[src/common/wdt_params.svh]
// Constants for the elapsed time watchdog counter.
`ifndef WDT_PARAMS_SVH
`define WDT_PARAMS_SVH
`define WDT_WORD_W        18
`define WDT_CLK_PERIOD_PS 40000
`define WDT_WORD_TIME_PS  6940000
`define WDT_WORD_CYCLES   (`WDT_WORD_TIME_PS / `WDT_CLK_PERIOD_PS)
`define WDT_TICK_W        8
`define WDT_LOAD_MIN      18'sh3ffe0
`define WDT_LOAD_MAX      18'sh03fdf
`define WDT_FAIL_LIMIT    18'sh3ffe0
`define WDT_RESET_COUNT   18'sh00000
`endif

[src/common/wdt_pkg.sv]
// Types shared by the elapsed time watchdog counter.
package wdt_pkg;
  typedef logic signed [17:0] count_word_t;

  typedef struct packed
  {
    logic        valid;
    count_word_t value;
  } load_req_t;

  typedef struct packed
  {
    logic pgm_interrupt;
    logic hw_load;
  } wdt_events_t;

  typedef enum logic [1:0]
  {
    ST_RUN      = 2'b00,
    ST_LOADING  = 2'b01,
    ST_RESUME   = 2'b11
  } wdt_state_t;
endpackage : wdt_pkg

[src/hw/word_time_tick.sv]
// Divides the core clock into one pulse per machine word time.
`include "wdt_params.svh"
module word_time_tick
(
  input  wire logic core_clk,
  input  wire logic rst_n,
  output logic      tick
);
  import wdt_pkg::*;

  localparam logic [`WDT_TICK_W-1:0] LAST = (`WDT_TICK_W)'(`WDT_WORD_CYCLES - 1);

  typedef struct packed
  {
    logic [`WDT_TICK_W-1:0] cnt;
    logic                   tick;
  } tick_state_t;

  tick_state_t s_q;
  tick_state_t s_d;

  always_comb
  begin
    s_d = s_q;
    s_d.tick = 1'b0;
    if (s_q.cnt == LAST)
    begin
      s_d.cnt = '0;
      s_d.tick = 1'b1;
    end
    else
    begin
      s_d.cnt = s_q.cnt + 8'h01;
    end
  end

  always_ff @(posedge core_clk or negedge rst_n)
  begin
    if (!rst_n)
    begin
      s_q <= '0;
    end
    else
    begin
      s_q <= s_d;
    end
  end

  assign tick = s_q.tick;

  a_tick_period: assert property (@(posedge core_clk) disable iff (!rst_n)
    tick |=> !tick [*8])
    else $error("word tick came too soon");
endmodule : word_time_tick

[src/hw/elapsed_time_watchdog_counter.sv]
// Elapsed time clock and watchdog: word-time down-counter with load supervision.
`include "wdt_params.svh"
module elapsed_time_watchdog_counter
(
  input  wire logic                 core_clk,
  input  wire logic                 rstn,
  input  wire wdt_pkg::load_req_t   counter_load_instruction,
  input  wire logic                 operate_mode,
  input  wire logic                 supervise_inhibit,
  input  wire logic                 hw_load_done,
  output wdt_pkg::count_word_t      count_value,
  output wdt_pkg::wdt_events_t      events,
  output logic                      loading,
  output logic                      resume_exec
);
  import wdt_pkg::*;

  typedef struct packed
  {
    count_word_t count;
    logic        load_seen;
    logic        fail_latched;
    wdt_state_t  state;
    wdt_events_t ev;
    logic        resume;
  } wdt_core_t;

  // The reset synchroniser lives apart from the core struct, so that no variable has two clocked writers.
  wdt_core_t  s_q;
  wdt_core_t  s_d;
  logic [1:0] rst_pipe_q;
  logic       rst_n;
  logic       tick;
  logic       ld_ok;

  // Clamping keeps an out-of-range load from landing below the failure limit.
  function automatic count_word_t clamp_load(input count_word_t v);
    if (v < `WDT_LOAD_MIN)
    begin
      return `WDT_LOAD_MIN;
    end
    else if (v > `WDT_LOAD_MAX)
    begin
      return `WDT_LOAD_MAX;
    end
    return v;
  endfunction : clamp_load

  assign rst_n = rst_pipe_q[1];
  assign ld_ok = counter_load_instruction.valid && (s_q.state == ST_RUN);

  word_time_tick u_tick
  (
    .core_clk (core_clk),
    .rst_n    (rst_n),
    .tick     (tick)
  );

  always_comb
  begin
    s_d = s_q;
    s_d.ev = '0;
    s_d.resume = 1'b0;
    case (s_q.state)
      ST_RUN:
      begin
        if (ld_ok)
        begin
          s_d.count = clamp_load(counter_load_instruction.value);
          // A load straight to the limit holds there instead of counting on past it.
          s_d.fail_latched = (s_d.count == `WDT_FAIL_LIMIT);
          if (operate_mode)
          begin
            s_d.load_seen = 1'b1;
            if (s_q.load_seen && !supervise_inhibit)
            begin
              s_d.ev.hw_load = 1'b1;
              s_d.state = ST_LOADING;
            end
          end
        end
        else if (tick && !s_q.fail_latched)
        begin
          s_d.count = s_q.count - 18'sh00001;
          if (s_q.count == 18'sh00001)
          begin
            s_d.ev.pgm_interrupt = 1'b1;
            s_d.load_seen = 1'b0;
          end
          if (s_d.count == `WDT_FAIL_LIMIT)
          begin
            s_d.fail_latched = 1'b1;
            if (!supervise_inhibit)
            begin
              s_d.ev.hw_load = 1'b1;
              s_d.state = ST_LOADING;
            end
          end
        end
      end
      ST_LOADING:
      begin
        if (hw_load_done)
        begin
          s_d.state = ST_RESUME;
        end
      end
      ST_RESUME:
      begin
        s_d.resume = 1'b1;
        s_d.load_seen = 1'b0;
        s_d.state = ST_RUN;
      end
      default:
      begin
        s_d.state = ST_RUN;
      end
    endcase
  end

  // Only the reset synchroniser sees raw rstn; the core clears on the synced copy.
  always_ff @(posedge core_clk or negedge rstn)
  begin
    if (!rstn)
    begin
      rst_pipe_q <= 2'b00;
    end
    else
    begin
      rst_pipe_q <= {rst_pipe_q[0], 1'b1};
    end
  end

  always_ff @(posedge core_clk or negedge rst_n)
  begin
    if (!rst_n)
    begin
      s_q.count        <= `WDT_RESET_COUNT;
      s_q.load_seen    <= 1'b0;
      s_q.fail_latched <= 1'b1;
      s_q.state        <= ST_RUN;
      s_q.ev           <= '0;
      s_q.resume       <= 1'b0;
    end
    else
    begin
      s_q <= s_d;
    end
  end

  assign count_value = s_q.count;
  assign events      = s_q.ev;
  assign loading     = (s_q.state == ST_LOADING);
  assign resume_exec = s_q.resume;

  a_irq_at_zero: assert property (@(posedge core_clk) disable iff (!rst_n)
    events.pgm_interrupt |-> count_value == 18'sh00000)
    else $error("interrupt without counter at zero");

  a_fail_load: assert property (@(posedge core_clk) disable iff (!rst_n)
    ($changed(count_value) && count_value == `WDT_FAIL_LIMIT && !$past(ld_ok) && !$past(supervise_inhibit))
      |-> events.hw_load)
    else $error("limit reached without hardware load");

  a_load_pulse: assert property (@(posedge core_clk) disable iff (!rst_n)
    events.hw_load |=> !events.hw_load ##0 loading)
    else $error("hardware load not single pulse");

  a_decrement_one: assert property (@(posedge core_clk) disable iff (!rst_n)
    (tick && s_q.state == ST_RUN && !ld_ok && !s_q.fail_latched) |=> count_value == $past(count_value) - 18'sh00001)
    else $error("counter did not step by one");

  a_load_range: assert property (@(posedge core_clk) disable iff (!rst_n)
    $past(ld_ok) |-> (count_value >= `WDT_LOAD_MIN && count_value <= `WDT_LOAD_MAX))
    else $error("loaded value out of range");

  a_second_load: assert property (@(posedge core_clk) disable iff (!rst_n)
    (ld_ok && operate_mode && s_q.load_seen && !supervise_inhibit) |=> events.hw_load)
    else $error("repeated load missed");

  a_inhibit_load: assert property (@(posedge core_clk) disable iff (!rst_n)
    (s_q.state == ST_RUN && supervise_inhibit) |=> !events.hw_load)
    else $error("inhibited supervision forced load");

  a_resume_exec: assert property (@(posedge core_clk) disable iff (!rst_n)
    (loading && hw_load_done) |=> ##1 resume_exec)
    else $error("no resume after hardware load");

  a_irq_clears: assert property (@(posedge core_clk) disable iff (!rst_n)
    events.pgm_interrupt |-> !s_q.load_seen)
    else $error("load count not cleared by interrupt");
endmodule : elapsed_time_watchdog_counter

[config.mk]
export PLATFORM = sky130hd
export DESIGN_NAME = elapsed_time_watchdog_counter
export DESIGN_NICKNAME = d
export VERILOG_FILES = /design/src/common/wdt_pkg.sv /design/src/hw/word_time_tick.sv /design/src/hw/elapsed_time_watchdog_counter.sv
export VERILOG_INCLUDE_DIRS = /design/src /design/src/common
export SDC_FILE = /design/constraint.sdc
export NUM_CORES = 1
export LEC_CHECK = 0
export ABC_AREA = 1
export BUFFER_PORTS_ARGS = -buffer_cell sky130_fd_sc_hd__buf_2
export CORE_MARGIN = 5
export CORE_UTILIZATION = 45
export DETAILED_ROUTE_END_ITERATION = 10
export PLACE_DENSITY = 0.67
export SETUP_SLACK_MARGIN = 0.2
export SYNTH_ARGS = -nofsm -noshare
export SYNTH_HDL_FRONTEND = slang
export SYNTH_SLANG_ARGS = --single-unit
[constraint.sdc]
create_clock -name core_clk -period 1.2 [get_ports core_clk]
set_input_delay 0.12 -clock core_clk [delete_from_list [all_inputs] [get_ports core_clk]]
set_output_delay 0.12 -clock core_clk [all_outputs]
set_load 0.005 [all_outputs]
==> results by group <==
Synth
  – Ys async rst share: 100%
  – Synthesis-stage register bit count: 36
  – Seq/Total Area, Yosys: 36.3%
  – Mean post-synth cell area: 7.14 µm²
  – Syn Inst Count: 348
  – Cell area after synthesis: 0.00248 mm²
  – Most frequent cell after synthesis: nand2_1
  – Post-synth top area share: 35.2%
  – YS warnings: 0
  – Top cells by count, synth: nand2_1, nor2_1, inv_1, dfrtp_1, nand3_1
  – Post-synth net total: 379
  – Top FF cell, synth: dfrtp_1
  – Leading area contributor after synthesis: dfrtp_1
  – EDFF count, synth: 0
  – Synth area leaders: dfrtp_1, nand2_1, nor2_1, inv_1, buf_4
  – Synth cell types: 35

Die
  – Ports: 46
  – Die Height: 84.3 µm
  – Width of the die: 84.3 µm
  – Row count: 27
  – Initial Utilization: 45.7%
  – Die ar.: 0.00711 mm²
  – Floorplan core area: 0.00544 mm²

Critical path
  – Setup CP Type: flop to flop
  – Startpoint types: flop
  – Crit end category: flop
  – Crit path required time: 1390 ps
  – Crit path max fanout: 3
  – CP Data Arrival Time: 2280 ps

Outcome
  – Failing checks: negative setup slack
  – Status: finished with violations

Clocking
  – CTS HTree Levels: 2
  – CTS Buffer Depth: 2
  – CTS Sinks: 36
  – Root Buffer: clkbuf_8
  – Clk_lat worst skew: 300 ps
  – Num CTS Buffers: 5
  – CTS tree: yes
  – Worst-path clk slew: 80 ps

Route
  – Final WL: 10,300 µm
  – DR DRC count: 0
  – DR vias: 3,239
  – Routed Antenna Nets: 0
  – WL/cell: 17.5 µm
  – DR vias/cell: 5.49
  – TritonRoute pass-1 iters: 6
  – Initial DRC count: 302

Global routing
  – Global-route wire length before repair: 14,600 µm
  – Met1 usage in global routing: 31.1%
  – Vias in the first global route: 3,054
  – Largest net degree at the start of global routing: 26
  – Total grt overflow: 0
  – M3 GR Usage: 4.42%
  – Initial antenna violation count: 0
  – Total Routing Usage GR: 25.7%
  – GR peak layer: met2
  – Met2 GRT Util: 44.7%

Timing
  – Worst Hold Slack: 147 ps
  – Final period utilization: 175%
  – Final Critical Period: 2100 ps
  – Pins over their slew limit: 0
  – Hold Vio Cnt, Final: 0
  – Fmax: 0.477 GHz
  – RSZ-0062 raised after global routing: true
  – Setup ws final: -895 ps
  – Final Setup Violations: 34
  – Skew final: 8.98 ps

Final layout
  – Ant. Diodes: 0
  – Layout area overhead: 84.6%
  – Nets: 548
  – Fill count: 287
  – Proportion of layout cells with a drive suffix above 1: 58.7%

Pwr
  – Pwr Density: 2040 mW/mm²
  – Worst vdd ir: 0.00153 V
  – Tot Pwr: 9.38 mW
  – Static leakage: 2.15 nW

Place
  – Post-DP HPWL: 6230 µm
  – Final Wtd Congestion: 0.971
  – IO buf count: 45

Min path
  – HP Class: flop to async pin

Run
  – Max-cap violations: 0
routing by layer:
layer	share of wire [%]	vias up
met1	37	1551
met3	6.8	57
met5	0	-
li1	-	1447
met2	51	184
met4	4.7	0
area by class of cell:
type,count,area (µm²),area share (%)
tap,72,90.1,1.96
multi-input combinational,245,1770,38.6
clock buffer,7,96.3,2.10
clock inverter,1,30.0,0.655
inverter,45,185,4.04
sequential,36,913,19.9
timing repair inverter,1,3.75,0.0818
timing repair buffer,183,1500,32.6
power breakdown:
group | internal, mW | switching, mW
combinational | 3.37 | 2.76
clock | 0.734 | 0.488
sequential | 1.57 | 0.452
total | 5.67 | 3.70
logic make-up after synthesis:
family,count (synthesis),share of synthesized area (%)
AND/OR/NAND/NOR,193,34.4
buffers and inverters,67,13.2
AO/OA/AOI/OAI,38,10.3
flip-flops,36,36.3
adder cells (fa/ha/maj),7,3.52
XOR/XNOR,6,2.11
other,1,0.151
per-stage QoR:
| stage | instances | area (µm²) | util (%) | setup TNS, ps | setup WS (ps) |
|---|---|---|---|---|---|
| after floorplan | 348 | 2650 | - | -3930 | -516 |
| after global placement | 548 | 3600 | 66.3 | -8570 | -705 |
| after detailed placement | 548 | 3600 | 66.3 | -8860 | -693 |
| after CTS | 571 | 4150 | 76.3 | -9670 | -655 |
| after global routing | 590 | 4590 | 84.3 | -15600 | -968 |
| final | 590 | 4590 | 84.3 | -13000 | -895 |
critical path, stage by stage (launching register included):
cell and delay [ps]:
dfrtp_1 420, buf_6 140, nor2_4 170, buf_4 150, nand4_1 120, nand2_1 160
nand2_1 90, nor2_2 140, nand3_1 120, nor2_1 120, nand2_1 100, nand2_2 110
nand2_2 50, nand2_1 50, nand2_1 40
flip-flops by register name, summed over array words and instances, names as in the netlist:
signal	flops
count_value	18
events	2
resume_exec	1
rst_pipe_q	2
s_q	4
u_tick.s_q	8
u_tick.tick	1
final timing paths:
| kind | startpoint | to | slack [ps] | cells after the start |
|---|---|---|---|---|
| max | count_value[1] | s_q[4] | -900 | 14 |
| min | rst_pipe_q[1] | count_value[4] | 150 | 0 |
| max reg2reg | count_value[1] | s_q[4] | -900 | 14 |
| min reg2reg | rst_pipe_q[1] | count_value[4] | 150 | 0 |
| max in group asynchronous | rst_pipe_q[1] | s_q[5] | 540 | 1 |
| min in group core_clk | counter_load_instruction[8] | count_value[8] | 190 | 4 |
placed cells by master, fill, tap and decap left out, types with 4 or more instances in the layout:
cell	n
nor2_2	10
nand2_4	4
o221ai_2	5
dfrtp_1	26
buf_4	102
ha_4	6
inv_2	10
nand3_1	24
a21oi_1	4
nand2_1	69
nor3_1	4
nor2_1	27
nand2_2	17
o211ai_1	4
inv_1	32
nor2_4	17
clkbuf_8	7
buf_2	33
nand3_2	4
o21ai_0	6
nand4_1	4
buf_6	44
a21oi_2	4
dfrtp_2	9
what timing repair did:
| item | 4_1_cts | 5_1_grt |
|---|---|---|
| buffers inserted | 13 | 19 |
| endpoints found under the hold margin | 2 | 0 |
| hold buffers | 1 | 0 |
| cloned | 1 | 0 |
| endpoints found under the setup margin | 47 | 50 |
| pin swaps | 18 | 33 |
| gates resized for setup | 70 | 75 |
Power figures use the tool's default switching activity.
